`config.mk`:
```
export PLATFORM = sky130hd
export DESIGN_NAME = lsl_top
export DESIGN_NICKNAME = d
export VERILOG_FILES = /design/src/rtl/lsl_pkg.sv /design/src/rtl/lsl_sync.sv /design/src/rtl/lsl_port_ind.sv /design/src/rtl/lsl_top.sv
export SDC_FILE = /design/constraint.sdc
export NUM_CORES = 1
export LEC_CHECK = 0
export BUFFER_PORTS_ARGS = -buffer_cell sky130_fd_sc_hd__buf_2
export CAP_MARGIN = 20
export CELL_PAD_IN_SITES_DETAIL_PLACEMENT = 0
export CELL_PAD_IN_SITES_GLOBAL_PLACEMENT = 2
export CORE_UTILIZATION = 35
export CTS_CLUSTER_DIAMETER = 60
export DETAILED_ROUTE_END_ITERATION = 8
export GPL_ROUTABILITY_DRIVEN = 0
export PLACE_DENSITY = 0.85
export SLEW_MARGIN = 5
export SYNTH_ARGS = -nofsm -noshare
export SYNTH_HDL_FRONTEND = slang
export SYNTH_SLANG_ARGS = --single-unit
```
`constraint.sdc`:
```
create_clock -name clk -period 2.1 [get_ports clk]
set_input_delay 0.42 -clock clk [delete_from_list [all_inputs] [get_ports clk]]
set_output_delay 0.42 -clock clk [all_outputs]
set_load 0.02 [all_outputs]
```
`src/rtl/lsl_pkg.sv`:
```
package lsl_pkg;

  // ----------------------------------------------------------------
  // Register bus geometry
  // ----------------------------------------------------------------
  localparam int unsigned ADDR_W = 12;
  localparam int unsigned DATA_W = 16;

  // ----------------------------------------------------------------
  // Register offsets
  // ----------------------------------------------------------------
  localparam logic [ADDR_W-1:0] OFS_PORT1_IND_CTRL = 12'h06C;
  localparam logic [ADDR_W-1:0] OFS_PORT2_IND_CTRL = 12'h084;
  localparam logic [ADDR_W-1:0] OFS_GLOBAL_CTRL7   = 12'h0A0;
  localparam logic [ADDR_W-1:0] OFS_CHIP_CONFIG    = 12'h0D0;
  localparam logic [ADDR_W-1:0] OFS_IND_STATUS     = 12'h0D4;

  // ----------------------------------------------------------------
  // Field positions
  // ----------------------------------------------------------------
  localparam int unsigned PCTL_OVR_LSB    = 12;  // Override field [14:12]
  localparam int unsigned PCTL_OVR_W      = 3;
  localparam int unsigned PCTL_MAN_FIRST  = 0;   // Manual first indicator on
  localparam int unsigned PCTL_MAN_SECOND = 1;   // Manual second indicator on
  localparam int unsigned GCTL_MODE_LSB   = 8;   // Indicator mode [9:8]
  localparam int unsigned GCTL_MODE_W     = 2;
  localparam int unsigned CCR_WIDTH_LSB   = 6;   // Bus width copy [7:6]
  localparam int unsigned CCR_PROM_BIT    = 9;
  localparam int unsigned CCR_ENDIAN_BIT  = 10;
  localparam int unsigned CCR_RSVD_BIT    = 11;  // Reserved strap level

  // ----------------------------------------------------------------
  // Reset values and masks
  // ----------------------------------------------------------------
  localparam logic [DATA_W-1:0] PCTL_RST     = 16'h0000;
  localparam logic [DATA_W-1:0] GCTL_RST     = 16'h0000;
  localparam logic [DATA_W-1:0] CCR_RST      = 16'h0000;
  localparam logic [DATA_W-1:0] PCTL_WMASK   = 16'h7003;
  localparam logic [DATA_W-1:0] GCTL_WMASK   = 16'h0300;
  localparam logic [DATA_W-1:0] DATA_ZERO    = 16'h0000;
  localparam logic [PCTL_OVR_W-1:0] OVR_AUTO = 3'h0;

  // ----------------------------------------------------------------
  // Indicator modes
  // ----------------------------------------------------------------
  localparam logic [GCTL_MODE_W-1:0] MODE_SPD = 2'h0;
  localparam logic [GCTL_MODE_W-1:0] MODE_ACT = 2'h1;
  localparam logic [GCTL_MODE_W-1:0] MODE_DPX = 2'h2;
  localparam logic [GCTL_MODE_W-1:0] MODE_DPL = 2'h3;

  // ----------------------------------------------------------------
  // Timing
  // ----------------------------------------------------------------
  localparam int unsigned CLK_HZ          = 200_000_000;
  localparam int unsigned BLINK_HALF_MS   = 20;
  localparam int unsigned BLINK_HALF_CYC  = BLINK_HALF_MS * (CLK_HZ / 1000);
  localparam int unsigned RESET_MIN_MS    = 10;  // Held by the reset source
  localparam int unsigned SETTLE_CYC      = 4;   // Sync depth plus margin
  localparam int unsigned CNT_W           = 32;
  localparam int unsigned SCNT_W          = 4;

  // ----------------------------------------------------------------
  // Strap sequencer states
  // ----------------------------------------------------------------
  typedef enum logic [2:0] {
    ST_SETTLE = 3'b001,
    ST_RUN    = 3'b010,
    ST_PDOWN  = 3'b100
  } lsl_state_t;

endpackage : lsl_pkg

```
`src/rtl/lsl_sync.sv`:
```
`timescale 1ns/1ps
module lsl_sync #(
  parameter int unsigned W = 1
) (
  // Clock
  input  wire logic         clk,
  // Data
  input  wire logic [W-1:0] d,
  output logic      [W-1:0] q
);

  typedef struct packed {
    logic [W-1:0] meta;
    logic [W-1:0] stable;
  } lsl_sync_t;

  lsl_sync_t s_reg;
  lsl_sync_t s_next;

  // No reset: must keep tracking pins while reset holds them as straps
  always_comb begin
    s_next        = s_reg;
    s_next.meta   = d;
    s_next.stable = s_reg.meta;
  end

  // Two-stage capture
  always_ff @(posedge clk) begin
    s_reg <= s_next;
  end

  assign q = s_reg.stable;

endmodule : lsl_sync

```
`src/rtl/lsl_port_ind.sv`:
```
`timescale 1ns/1ps
module lsl_port_ind
  import lsl_pkg::*;
(
  // Clock and reset
  input  wire logic                   clk,
  input  wire logic                   rst_n,
  // Port status
  input  wire logic                   link_up,
  input  wire logic                   act_pulse,
  input  wire logic                   speed_100,
  input  wire logic                   full_duplex,
  // Control
  input  wire logic                   blink_tick,
  input  wire logic [GCTL_MODE_W-1:0] mode,
  input  wire logic [PCTL_OVR_W-1:0]  ovr,
  input  wire logic                   man_first,
  input  wire logic                   man_second,
  // Indicator demand, 1 = lit
  output logic                        first_on,
  output logic                        second_on
);

  typedef struct packed {
    logic act_seen;
    logic act_hold;
    logic phase;
  } lsl_ind_t;

  lsl_ind_t s_reg;
  lsl_ind_t s_next;
  logic     act_on;
  logic     linkact_on;
  logic     auto_first;
  logic     auto_second;

  // Activity is stretched over one blink half-period, one tick interval, so short bursts show
  always_comb begin
    s_next = s_reg;
    if (blink_tick) begin
      s_next.phase    = ~s_reg.phase;
      s_next.act_hold = s_reg.act_seen | act_pulse;
      s_next.act_seen = act_pulse;
    end else if (act_pulse) begin
      s_next.act_seen = 1'b1;
    end
  end

  always_ff @(posedge clk or negedge rst_n) begin
    if (!rst_n) begin
      s_reg <= '0;
    end else begin
      s_reg <= s_next;
    end
  end

  // Blink forms: activity alone, link steady with activity blink
  // link and activity
  assign act_on     = s_reg.act_hold & s_reg.phase;
  assign linkact_on = link_up & ~(s_reg.act_hold & s_reg.phase);

  // Mode mapping
  // mode table
  always_comb begin
    auto_first  = link_up;
    auto_second = full_duplex;
    unique case (mode)
      MODE_SPD: begin
        auto_first  = linkact_on;
        auto_second = link_up & speed_100;
      end
      MODE_ACT: begin
        auto_first  = link_up;
        auto_second = act_on;
      end
      MODE_DPX: begin
        auto_first  = linkact_on;
        auto_second = link_up & full_duplex;
      end
      MODE_DPL: begin
        auto_first  = link_up;
        auto_second = link_up & full_duplex;
      end
    endcase
  end

  // Override hands the pins to software
  // override select
  assign first_on  = (ovr == OVR_AUTO) ? auto_first  : man_first;
  assign second_on = (ovr == OVR_AUTO) ? auto_second : man_second;

endmodule : lsl_port_ind

```
`src/rtl/lsl_top.sv`:
```
// Functional notes
// - Link steady, activity blinks, combined both
// - Speed indicator lit at 100, off at 10
// - Duplex indicator lit full, off half
// - Indicator pins are active low
// - Override 000 automatic, else software drives
// - Global two-bit mode field, default 00
// - Bus width strap latched into config 7:6
// - Byte order strap latched into config 10
// - Prom select strap latched into config 9
// - Shared strap pins input during reset, then driven; prom select strap pin is never driven
// - Re-latch straps after every reset or power-down
`timescale 1ns/1ps
module lsl_top
  import lsl_pkg::*;
#(
  parameter int unsigned BLINK_CYCLES = BLINK_HALF_CYC
) (
  // Clock and reset
  input  wire logic              clk,
  input  wire logic              rst_n,
  // Register port
  input  wire logic [ADDR_W-1:0] reg_addr,
  input  wire logic [DATA_W-1:0] reg_wdata,
  input  wire logic              reg_wr,
  input  wire logic              reg_rd,
  output logic      [DATA_W-1:0] reg_rdata,
  // Port 1 status
  input  wire logic              p1_link_up,
  input  wire logic              p1_act,
  input  wire logic              p1_speed_100,
  input  wire logic              p1_full_duplex,
  // Port 2 status
  input  wire logic              p2_link_up,
  input  wire logic              p2_act,
  input  wire logic              p2_speed_100,
  input  wire logic              p2_full_duplex,
  // Power management
  input  wire logic              power_down,
  // Shared indicator and strap pins
  input  wire logic              port1_first_indicator_in,
  output logic                   port1_first_indicator_out,
  output logic                   port1_first_indicator_oe,
  input  wire logic              port1_second_indicator_in,
  output logic                   port1_second_indicator_out,
  output logic                   port1_second_indicator_oe,
  input  wire logic              port2_first_indicator_in,
  output logic                   port2_first_indicator_out,
  output logic                   port2_first_indicator_oe,
  input  wire logic              port2_second_indicator_in,
  output logic                   port2_second_indicator_out,
  output logic                   port2_second_indicator_oe,
  // Strap-only pin
  input  wire logic              wake_or_prom_select_strap,
  // Latched host interface options
  output logic [1:0]             bus_width_cfg,
  output logic                   little_endian_cfg,
  output logic                   prom_present_cfg,
  output logic                   straps_valid
);

  // ----------------------------------------------------------------
  // State
  // ----------------------------------------------------------------
  typedef struct packed {
    lsl_state_t        state;
    logic [SCNT_W-1:0] settle_cnt;
    logic [CNT_W-1:0]  blink_cnt;
    logic              tick;
    logic [DATA_W-1:0] p1_ctrl;
    logic [DATA_W-1:0] p2_ctrl;
    logic [DATA_W-1:0] gctl;
    logic [DATA_W-1:0] chip_config_register;
    logic [DATA_W-1:0] rdata;
    logic [3:0]        pin_out;
    logic [3:0]        pin_oe;
    logic              valid;
  } lsl_regs_t;

  lsl_regs_t s_reg;
  lsl_regs_t s_next;

  // Pin order inside pin_out, pin_oe and strap_sync
  localparam int unsigned PIN_P1F = 0;
  localparam int unsigned PIN_P1S = 1;
  localparam int unsigned PIN_P2F = 2;
  localparam int unsigned PIN_P2S = 3;
  localparam int unsigned PIN_PROM = 4;

  logic [4:0] strap_raw;
  logic [4:0] strap_sync;
  logic       p1_first_on;
  logic       p1_second_on;
  logic       p2_first_on;
  logic       p2_second_on;
  logic [3:0] lit;

  // ----------------------------------------------------------------
  // Strap pin synchronisers
  // ----------------------------------------------------------------
  assign strap_raw = {wake_or_prom_select_strap,
                      port2_second_indicator_in,
                      port2_first_indicator_in,
                      port1_second_indicator_in,
                      port1_first_indicator_in};

  lsl_sync #(
    .W (5)
  ) u_strap_sync (
    .clk (clk),
    .d   (strap_raw),
    .q   (strap_sync)
  );

  // ----------------------------------------------------------------
  // Per-port indicator logic
  // ----------------------------------------------------------------
  lsl_port_ind u_port1 (
    .clk         (clk),
    .rst_n       (rst_n),
    .link_up     (p1_link_up),
    .act_pulse   (p1_act),
    .speed_100   (p1_speed_100),
    .full_duplex (p1_full_duplex),
    .blink_tick  (s_reg.tick),
    .mode        (s_reg.gctl[GCTL_MODE_LSB +: GCTL_MODE_W]),
    .ovr         (s_reg.p1_ctrl[PCTL_OVR_LSB +: PCTL_OVR_W]),
    .man_first   (s_reg.p1_ctrl[PCTL_MAN_FIRST]),
    .man_second  (s_reg.p1_ctrl[PCTL_MAN_SECOND]),
    .first_on    (p1_first_on),
    .second_on   (p1_second_on)
  );

  lsl_port_ind u_port2 (
    .clk         (clk),
    .rst_n       (rst_n),
    .link_up     (p2_link_up),
    .act_pulse   (p2_act),
    .speed_100   (p2_speed_100),
    .full_duplex (p2_full_duplex),
    .blink_tick  (s_reg.tick),
    .mode        (s_reg.gctl[GCTL_MODE_LSB +: GCTL_MODE_W]),
    .ovr         (s_reg.p2_ctrl[PCTL_OVR_LSB +: PCTL_OVR_W]),
    .man_first   (s_reg.p2_ctrl[PCTL_MAN_FIRST]),
    .man_second  (s_reg.p2_ctrl[PCTL_MAN_SECOND]),
    .first_on    (p2_first_on),
    .second_on   (p2_second_on)
  );

  assign lit = {p2_second_on, p2_first_on, p1_second_on, p1_first_on};

  // ----------------------------------------------------------------
  // Next-state logic
  // ----------------------------------------------------------------
  always_comb begin
    s_next       = s_reg;
    s_next.tick  = 1'b0;
    s_next.rdata = DATA_ZERO;

    // Shared blink time base for both ports keeps them in step
    if (s_reg.blink_cnt >= CNT_W'(BLINK_CYCLES - 1)) begin
      s_next.blink_cnt = '0;
      s_next.tick      = 1'b1;
    end else begin
      s_next.blink_cnt = s_reg.blink_cnt + CNT_W'(1);
    end

    // Strap sequencer
    unique case (s_reg.state)
      ST_SETTLE: begin
        s_next.pin_oe = '0;
        s_next.pin_out = '1;
        if (power_down) begin
          s_next.state = ST_PDOWN;
          s_next.settle_cnt = '0;
        end else if (s_reg.settle_cnt >= SCNT_W'(SETTLE_CYC - 1)) begin
          // Latch once the synchronisers hold the released pin levels
          // bus width strap
          s_next.chip_config_register[CCR_WIDTH_LSB +: 2] = {2{strap_sync[PIN_P1F]}};
          s_next.chip_config_register[CCR_ENDIAN_BIT]     = strap_sync[PIN_P2F];
          s_next.chip_config_register[CCR_PROM_BIT]       = strap_sync[PIN_PROM];
          s_next.chip_config_register[CCR_RSVD_BIT]       = strap_sync[PIN_P1S];
          s_next.valid = 1'b1;
          s_next.state = ST_RUN;
        end else begin
          s_next.settle_cnt = s_reg.settle_cnt + SCNT_W'(1);
        end
      end
      ST_RUN: begin
        s_next.pin_oe = '1;
        s_next.pin_out = ~lit;
        if (power_down) begin
          s_next.state  = ST_PDOWN;
          s_next.pin_oe = '0;
          s_next.pin_out = '1;
        end
      end
      ST_PDOWN: begin
        // Pins float back to their pulls so the next latch sees straps
        s_next.pin_oe = '0;
        s_next.pin_out = '1;
        s_next.settle_cnt = '0;
        if (!power_down) begin
          s_next.state = ST_SETTLE;
          s_next.valid = 1'b0;
        end
      end
      default: begin
        s_next.state = ST_SETTLE;
        s_next.settle_cnt = '0;
        s_next.pin_oe = '0;
        s_next.pin_out = '1;
      end
    endcase

    // Register writes
    if (reg_wr) begin
      unique case (reg_addr)
        OFS_PORT1_IND_CTRL: s_next.p1_ctrl = reg_wdata & PCTL_WMASK;
        OFS_PORT2_IND_CTRL: s_next.p2_ctrl = reg_wdata & PCTL_WMASK;
        OFS_GLOBAL_CTRL7:   s_next.gctl    = reg_wdata & GCTL_WMASK;
        default:            s_next.rdata   = DATA_ZERO;
      endcase
    end

    // Register reads, data in the following cycle
    if (reg_rd) begin
      unique case (reg_addr)
        OFS_PORT1_IND_CTRL: s_next.rdata = s_reg.p1_ctrl;
        OFS_PORT2_IND_CTRL: s_next.rdata = s_reg.p2_ctrl;
        OFS_GLOBAL_CTRL7:   s_next.rdata = s_reg.gctl;
        OFS_CHIP_CONFIG:    s_next.rdata = s_reg.chip_config_register;
        OFS_IND_STATUS:     s_next.rdata = {11'h000, s_reg.valid, lit};
        default:            s_next.rdata = DATA_ZERO;
      endcase
    end
  end

  // ----------------------------------------------------------------
  // State register
  // ----------------------------------------------------------------
  // reset restarts latch
  always_ff @(posedge clk or negedge rst_n) begin
    if (!rst_n) begin
      s_reg.state      <= ST_SETTLE;
      s_reg.settle_cnt <= '0;
      s_reg.blink_cnt  <= '0;
      s_reg.tick       <= 1'b0;
      s_reg.p1_ctrl    <= PCTL_RST;
      s_reg.p2_ctrl    <= PCTL_RST;
      s_reg.gctl       <= GCTL_RST;
      s_reg.chip_config_register        <= CCR_RST;
      s_reg.rdata      <= DATA_ZERO;
      s_reg.pin_out    <= '1;
      s_reg.pin_oe     <= '0;
      s_reg.valid      <= 1'b0;
    end else begin
      s_reg <= s_next;
    end
  end

  // ----------------------------------------------------------------
  // Outputs
  // ----------------------------------------------------------------
  assign reg_rdata                  = s_reg.rdata;
  assign port1_first_indicator_out  = s_reg.pin_out[PIN_P1F];
  assign port1_first_indicator_oe   = s_reg.pin_oe[PIN_P1F];
  assign port1_second_indicator_out = s_reg.pin_out[PIN_P1S];
  assign port1_second_indicator_oe  = s_reg.pin_oe[PIN_P1S];
  assign port2_first_indicator_out  = s_reg.pin_out[PIN_P2F];
  assign port2_first_indicator_oe   = s_reg.pin_oe[PIN_P2F];
  assign port2_second_indicator_out = s_reg.pin_out[PIN_P2S];
  assign port2_second_indicator_oe  = s_reg.pin_oe[PIN_P2S];
  assign bus_width_cfg              = s_reg.chip_config_register[CCR_WIDTH_LSB +: 2];
  assign little_endian_cfg          = s_reg.chip_config_register[CCR_ENDIAN_BIT];
  assign prom_present_cfg           = s_reg.chip_config_register[CCR_PROM_BIT];
  assign straps_valid               = s_reg.valid;

endmodule : lsl_top

```
Word level (Yosys, flattened, before mapping) --
Index checks and enable logic that the tools add are counted.
Storage, ports and cells: flip-flop bits (word level) 98, bits of input ports 46, output and inout port bits 29, logic and storage cells 103
Operators by class: $add $sub $neg 2, magnitude comparators 2, equality and inequality tests 17, multiplexer cells 29, bitwise operators 17, reductions and logical operators 16
Operator list (count):
- one-hot mux 15 bit (5 select lines) | 1
- == test 12 x 8 -> 1 bit, second input constant | 4
- adder 32 x 1 -> 32 bit, second input constant | 1
- >= comparator 32 x 22 -> 1 bit, second input constant | 1
- two-way mux 32 bit | 1
- two-way mux 8 bit | 2
- two-way mux 15 bit | 1
- == test 12 x 7 -> 1 bit, second input constant | 1
- two-way mux 1 bit | 12
- two-way mux 3 bit | 3
- one-hot mux 3 bit (3 select lines) | 1
- bitwise AND 1 bit | 8
- != test 2 bit, second input constant | 4
- one-hot mux 4 bit (2 select lines) | 1
- AND reduction 2 bit | 4
- two-way mux 7 bit | 1
- logical NOT 3 bit | 2
- != test 3 bit, second input constant | 2
- NOT 1 bit | 6
- one-hot mux 1 bit (2 select lines) | 3
- one-hot mux 1 bit (3 select lines) | 2
- AND reduction 3 bit | 2
- nonzero test 2 bit | 3
- OR reduction 2 bit | 3
- other kinds (12) | 14

Logic depth before layout (Yosys ltp) --
Gate-level depths: netlist (run 1).
depth in word-level cells 8, gate-level depth with buffers 7, gate-level depth less buffers 6

Hierarchy --
From an unflattened synthesis (run 1), not the netlist that was laid out.
Unflattened totals: cells, all modules 337, area, all modules 4050.1 sq um
By module, submodules not included:
- lsl_top | instances 1, cells an instance 287, area an instance 3489.6 sq um, sequential area each 1883.1 sq um
- lsl_port_ind | instances 2, cells an instance 20, area an instance 180.2 sq um, sequential area each 75.1 sq um
- lsl_sync | instances 1, cells an instance 10, area an instance 200.2 sq um, sequential area each 200.2 sq um

Worst setup path before layout (run 1) --
No wires, ideal clock.
path kind register -> register, from reg s_reg[126] (netlist bit), to reg s_reg, in the netlist bus_width_cfg[1], setup time 125 ps, arrival 1549 ps, data required time 1975 ps, path slack 426 ps, stages on the path, launching flop included 5, buffers on the path 1, period minus slack after synthesis 1674 ps, cells stage by stage dfstp_2 > clkbuf_1 > nand2_1 > nor3_2 > mux2_2
Between the ends: cells in the longest elaborated chain, start to end 2
Ends and longest elaborated chain:
- start, declared | line lsl_top.sv:80 | lsl_regs_t s_reg;
- start signal, assigned | line lsl_top.sv:258 | s_reg <= s_next;
- == test 3 x 1 -> 1 bit | line lsl_top.sv:169 | unique case (s_reg.state)
- AND reduction 3 bit (no line)
No other way between the ends. A chain may end at the register's enable or synchronous reset.

==> flow_summary_export.csv, run 1 <==
group,metric,value,unit
drt,ant_nets,0,
placement,pre_cts_slack,176,ps
clocking,clkLatencyLatePin,350,ps
grt,grt.overflow.total,0,
placement,portBuffers,62,
critical_path,worst-path-max-fanout,15,
synth,synth.top_cells.by_area,"dfrtp_1 (50%), dfxtp_1 (4.2%), buf_4 (4.1%)",
cells_and_area,largest_reg_flops,53,
drt,wire_per_inst,12.9,um
critical_path,critPathArrivalTime,2080,ps
synth,synthFlopType,"dfrtp_1",
job,cap_violations,0,
clocking,cts_setup_buffers,0,
timing,finalMaxSlewViolations,0,
timing,tns,0,ps
critical_path,required,2340,ps
die,die_h,107,um
clocking,numCtsBuffers,9,
timing,min_period,1840,ps
timing,hold_slack,23.0,ps
clocking,postCtsHoldBufs,0,
synth,post-synth-top-area-cell,"dfrtp_1",
critical_path,critPathLaunch,"s_reg[90]$_DFF_PN0_",
timing,setup_violations,0,
critical_path,crit_type,"reg2reg",
clocking,cts_tree,"done",
cells_and_area,layout-drive-gt1-share,0.292,
clocking,cts_root_buf,"clkbuf_8",
drt,post_drt_via_cell_ratio,4.71,
drt,drt_wl_total,7.04,mm
grt,grt_pass1_vias,2420,
clocking,cts_resized,0,
die,die_w,107,um
cells_and_area,syn2layout_area_growth,16.6,%
worst_hold_path,worstHoldPathType,"in2async",
drt,drc,0,
clocking,clk_pin_slew_worst_paths,90,ps
synth,synth_edf_count,0,
placement,dpl_cell_area,4240,um^2
placement,dp_hpwl,5.16,mm
grt,grt_pass1_wl,11.6,mm
timing,maxSlewHeadroom,0.564,
synth,syn-cell-area,3840,um^2
drt,drtIter0Drc,107,
critical_path,rr_startpoint,"s_reg[90]$_DFF_PN0_",
clocking,cts_sinks,89,
cells_and_area,final_util,0.428,
die,die-area,11400,um^2
cells_and_area,diodes,0,
drt,firstDrtPassIters,4,
timing,fmax,0.543,GHz
critical_path,end_kind,"flip-flop",
die,start_util,0.367,
power,vdd_drop_max,0.000276,V
drt,vias,2562,
grt,track_usage,0.132,
timing,finalCritPeriodShare,0.877,
clocking,clk_path_buf_depth,2,
power,p_leak,2.06,nW
clocking,htreeDepth,3,
cells_and_area,design_area,4480,um^2
die,core,10500,um^2
timing,worst_slew_pin_slew,649,ps
grt,grt_antenna_before_repair,0,
synth,ys_seq_area_frac,0.571,
synth,yosysWarnings,0,
die,io_pins,75,
synth,synthArstFlopShare,0.910,
grt,grt_max_degree,41,
timing,setup_ws,259,ps
run_status,status,"finished, final reports clean",
critical_path,startpoint_type,"flip-flop",
synth,yosys.area.top_type_share,0.495,
timing,fin_worst_skew,12.4,ps
die,rows,37,
power,p_per_area,796,nW/um^2
synth,synth-seq-cells,89,
synth,postSynthCellCount,337,
timing,rsz0062_at_grt,"no",
synth,synth_cell_types,55,
timing,hold_viol,0,
synth,avgSynthCellArea,11.4,um^2
cells_and_area,final_nets,451,
## per-stage QoR
stage	total power, mW	instances
floorplan	2.14	348
global placement	2.26	528
detailed placement	2.27	528
CTS	3.62	544
global route	3.73	544
finish	3.56	544
## cell usage after synthesis, drive strengths merged, types with 2 or more instances
| library cell | n |
|---|---|
| a22oi | 4 |
| nand3b | 2 |
| a32oi | 2 |
| xnor2 | 8 |
| nand4b | 2 |
| nor3b | 4 |
| buf | 24 |
| a31oi | 2 |
| o211ai | 2 |
| xor2 | 14 |
| nor2b | 4 |
| a21o | 3 |
| a211oi | 2 |
| ha | 2 |
| dfxtp | 8 |
| o21a | 2 |
| and4 | 2 |
| inv | 6 |
| clkbuf | 2 |
| a21oi | 10 |
| o21ai | 5 |
| dfstp | 5 |
| and2 | 6 |
| nand2 | 21 |
| nand2b | 4 |
| nand3 | 12 |
| nor2 | 43 |
| dfrtp | 76 |
| mux2 | 16 |
| nand4 | 9 |
| nor4 | 5 |
| a22o | 4 |
| nor3 | 11 |
| and3 | 3 |
## critical path: stages, from the launching register on
cell and delay (ps):
dfrtp_1 380, ha_1 260, nand4_1 150, o211ai_1 240, a41oi_2 170, o21bai_1 210
buf_4 240, nor2_1 80
## worst paths after layout
kind	end	slack, ps	cells after the start
max in group asynchronous	s_reg[126]$_DFFE_PN1P_	1370	2
min	s_reg[94]$_DFF_PN0_	20	1
min in group clk	u_strap_sync.s_next[0]$_DFF_P_	160	1
max	s_reg[105]$_DFF_PN0_	260	7
min reg2reg	u_strap_sync.q[2]$_DFF_P_	340	0
max reg2reg	s_reg[105]$_DFF_PN0_	260	7
## cell families (layout without fill, tap and decap cells)
| logic type | Yosys count | after routing | share of synthesized area |
|---|---|---|---|
| AOI/OAI and AO/OA | 43 | 43 | 0.0802 |
| adders and majority gates | 2 | 2 | 0.00652 |
| DFF | 89 | 89 | 0.571 |
| muxes | 16 | 16 | 0.0518 |
| and+or+nand+nor | 132 | 132 | 0.186 |
| buffers and inverters | 32 | 92 | 0.0525 |
| other | 1 | 12 | 0.000977 |
| xor gates and xnor gates | 22 | 22 | 0.0502 |
## area by class of cell
class | count | area (um^2)
tap | 136 | 170
multi-input combinational | 227 | 1490
clock inverter | 7 | 109
inverter | 6 | 22.5
timing repair buffer | 70 | 373
fill | 1031 | 5990
sequential | 89 | 2190
clock buffer | 9 | 124
## layout by cell type (no fill, tap or decap), drive strengths merged, types with 3 or more instances in the layout
cell	instances
o21ai	5
a22oi	4
dfrtp	76
nand2b	4
a22o	4
and3	3
nand4	9
nor3b	4
conb	12
nor2	43
buf	70
mux2	16
nand3	12
nand2	21
a21o	3
inv	9
nor3	11
clkbuf	9
nor2b	4
nor4	5
dfxtp	8
xor2	14
xnor2	8
a21oi	10
dfstp	5
and2	6
## metal layers
metal  vias to the layer above  wire length [um]  GRT usage
li1                       1275                 -          -
met1                      1222              3500      0.186
met2                        55              3090      0.191
met3                        10               345     0.0371
met4                         0               101     0.0489
met5                         -                 0          0
## power breakdown
group          switching [mW]  internal [mW]
Clock                   0.638          0.695
Sequential             0.0873           1.81
Combinational           0.189          0.146
No activity file was read; power rests on OpenSTA's default activity.
==> inputs of run 2 (changes only) <==
--- a/config.mk
+++ b/config.mk
@@ -14,6 +14,7 @@
 export DETAILED_ROUTE_END_ITERATION = 8
 export GPL_ROUTABILITY_DRIVEN = 0
 export PLACE_DENSITY = 0.85
+export RECOVER_POWER = 25
 export SLEW_MARGIN = 5
 export SYNTH_ARGS = -nofsm -noshare
 export SYNTH_HDL_FRONTEND = slang
==> constraint.sdc (replaced) <==
create_clock -name clk -period 2.1 [get_ports clk]
set_input_delay 0.315 -clock clk [delete_from_list [all_inputs] [get_ports clk]]
set_output_delay 0.315 -clock clk [all_outputs]
set_load 0.02 [all_outputs]
==> run 2 against run 1 <==
  * Clock-buffer cell count is 1 higher
  * First-iteration DRC count is 26% lower
  * Setup slack better by 23 ps
  * Routed wire length is 1.9% lower
  * Flip-flop and latch count stayed put
  * Sequential share of layout area is 0.58 points higher
  * Via count is 1.1% lower
  * Critical path type unchanged
  * Largest power group unchanged
==> flow_summary_export.csv, run 2 (synthesis gave the netlist of run 1 again) <==
group,metric,value,unit
cells_and_area,diodes,0,
cells_and_area,final_common_cell,"dfrtp_1",
clocking,cts_root_buf,"clkbuf_8",
drt,firstDrtPassIters,4,
clocking,clk_path_buf_depth,2,
placement,dp_hpwl,5.15,mm
clocking,cts_tree,"done",
cells_and_area,layout-drive-gt1-share,0.287,
timing,finalMaxSlewViolations,0,
worst_hold_path,worstHoldPathType,"in2reg",
cells_and_area,largest_reg_flops,53,
power,p_leak,2.03,nW
critical_path,slowest_delay,380,ps
critical_path,required,2340,ps
timing,worst_slew_pin_slew,1040,ps
placement,portBuffers,62,
timing,maxSlewHeadroom,0.308,
cells_and_area,regArea,2190,um^2
run_status,status,"finished, final reports clean",
critical_path,crit_chain,"ha_1, nand4_1, o211ai_1, a41oi_2, o21bai_1, buf_4, nor2_1",
grt,grt.overflow.total,0,
timing,min_period,1820,ps
placement,pre_cts_slack,238,ps
grt,track_usage,0.132,
job,cap_violations,0,
timing,rsz0062_at_grt,"no",
critical_path,cp_top_family,"compound AO/OA/AOI/OAI gates",
critical_path,end_kind,"flip-flop",
critical_path,slowest_stage,"dfrtp_1",
timing,setup_ws,282,ps
clocking,cts_setup_buffers,0,
die,core,10500,um^2
cells_and_area,final_nets,450,
power,p_per_area,752,nW/um^2
drt,vias,2535,
drt,wire_per_inst,12.7,um
clocking,numCtsBuffers,9,
drt,post_drt_via_cell_ratio,4.67,
cells_and_area,multi_input_area,1490,um^2
timing,hold_viol,0,
cells_and_area,fillerInstances,1070,
clocking,cts_sinks,89,
timing,fmax,0.550,GHz
grt,grt_pass1_wl,11.8,mm
drt,drt_wl_total,6.91,mm
cells_and_area,syn2layout_area_growth,15.3,%
cells_and_area,final_cell_mix,"dfrtp_1 (76), buf_2 (61), nor2_1 (42)",
critical_path,critPathArrivalTime,2060,ps
die,io_pins,75,
drt,drtIter0Drc,79,
power,vdd_drop_max,0.000364,V
die,rows,37,
grt,grt_max_degree,44,
placement,dp_cells,526,
clocking,htreeDepth,3,
critical_path,worst-path-max-fanout,15,
cells_and_area,stdcell_count,543,
critical_path,crit_type,"reg2reg",
timing,finalCritPeriodShare,0.866,
power,p_total,3.33,mW
drt,drc,0,
drt,ant_nets,0,
timing,setup_violations,0,
clocking,clkLatencyLatePin,350,ps
grt,grt_pass1_vias,2513,
die,die_w,107,um
critical_path,startpoint_type,"flip-flop",
clocking,clk_pin_slew_worst_paths,90,ps
critical_path,worst-path-buf-inv,1,
die,die-area,11400,um^2
timing,tns,0,ps
grt,grt_antenna_before_repair,0,
die,start_util,0.367,
timing,fin_worst_skew,11.8,ps
die,die_h,107,um
[run 2: path summary, 6_finish.rpt]
check | from | to | slack, ps | cells after the start
max in group asynchronous | rst_n | s_reg[87]$_DFFE_PN0P_ | 570 | 3
max reg2reg | s_reg[90]$_DFF_PN0_ | s_reg[99]$_DFF_PN0_ | 280 | 7
max | s_reg[90]$_DFF_PN0_ | s_reg[99]$_DFF_PN0_ | 280 | 7
min reg2reg | u_strap_sync.s_next[1]$_DFF_P_ | u_strap_sync.q[1]$_DFF_P_ | 340 | 0
min | port2_first_indicator_in | u_strap_sync.s_next[2]$_DFF_P_ | 50 | 1
min in group asynchronous | rst_n | s_reg[91]$_DFF_PN0_ | 680 | 2
[run 2: metal layers]
| layer | wire length, um | vias up | part of all wire | global-route usage |
|---|---|---|---|---|
| met2 | 3040 | 56 | 0.44 | 0.201 |
| met5 | 0 | - | 0 | 0 |
| met1 | 3480 | 1195 | 0.50 | 0.184 |
| li1 | - | 1278 | - | - |
| met4 | 78 | 0 | 0.011 | 0.0382 |
| met3 | 313 | 6 | 0.045 | 0.0383 |
[run 2: area by class of cell]
class,count,share of cell area
Sequential cell,89,0.496
Multi-Input combinational cell,227,0.336
Timing Repair Buffer,69,0.0826
Tap cell,136,0.0385
Clock buffer,10,0.0311
Clock inverter,6,0.0113
Inverter,6,0.00509
[run 2: repair_timing]
action                    CTS  global route
hold buffers                1             0
hold endpoints to repair   39             0
gates resized for setup     0             0
[run 2: power breakdown]
part / switching (mW) / internal (mW) / total [mW]
Clock: 0.622 / 0.477 / 1.10
Sequential: 0.0885 / 1.81 / 1.90
Combinational: 0.187 / 0.145 / 0.332
[run 2: through the flow]
stage / instance area, um^2 / hold WS (ps) / util
after CTS: 4430 / 29.4 / 0.423
after floorplan: 3880 / 19.4 / -
after detailed placement: 4230 / 312 / 0.404
final: 4420 / 54.7 / 0.423
after global placement: 4230 / 311 / 0.404
after global routing: 4420 / 26.9 / 0.423
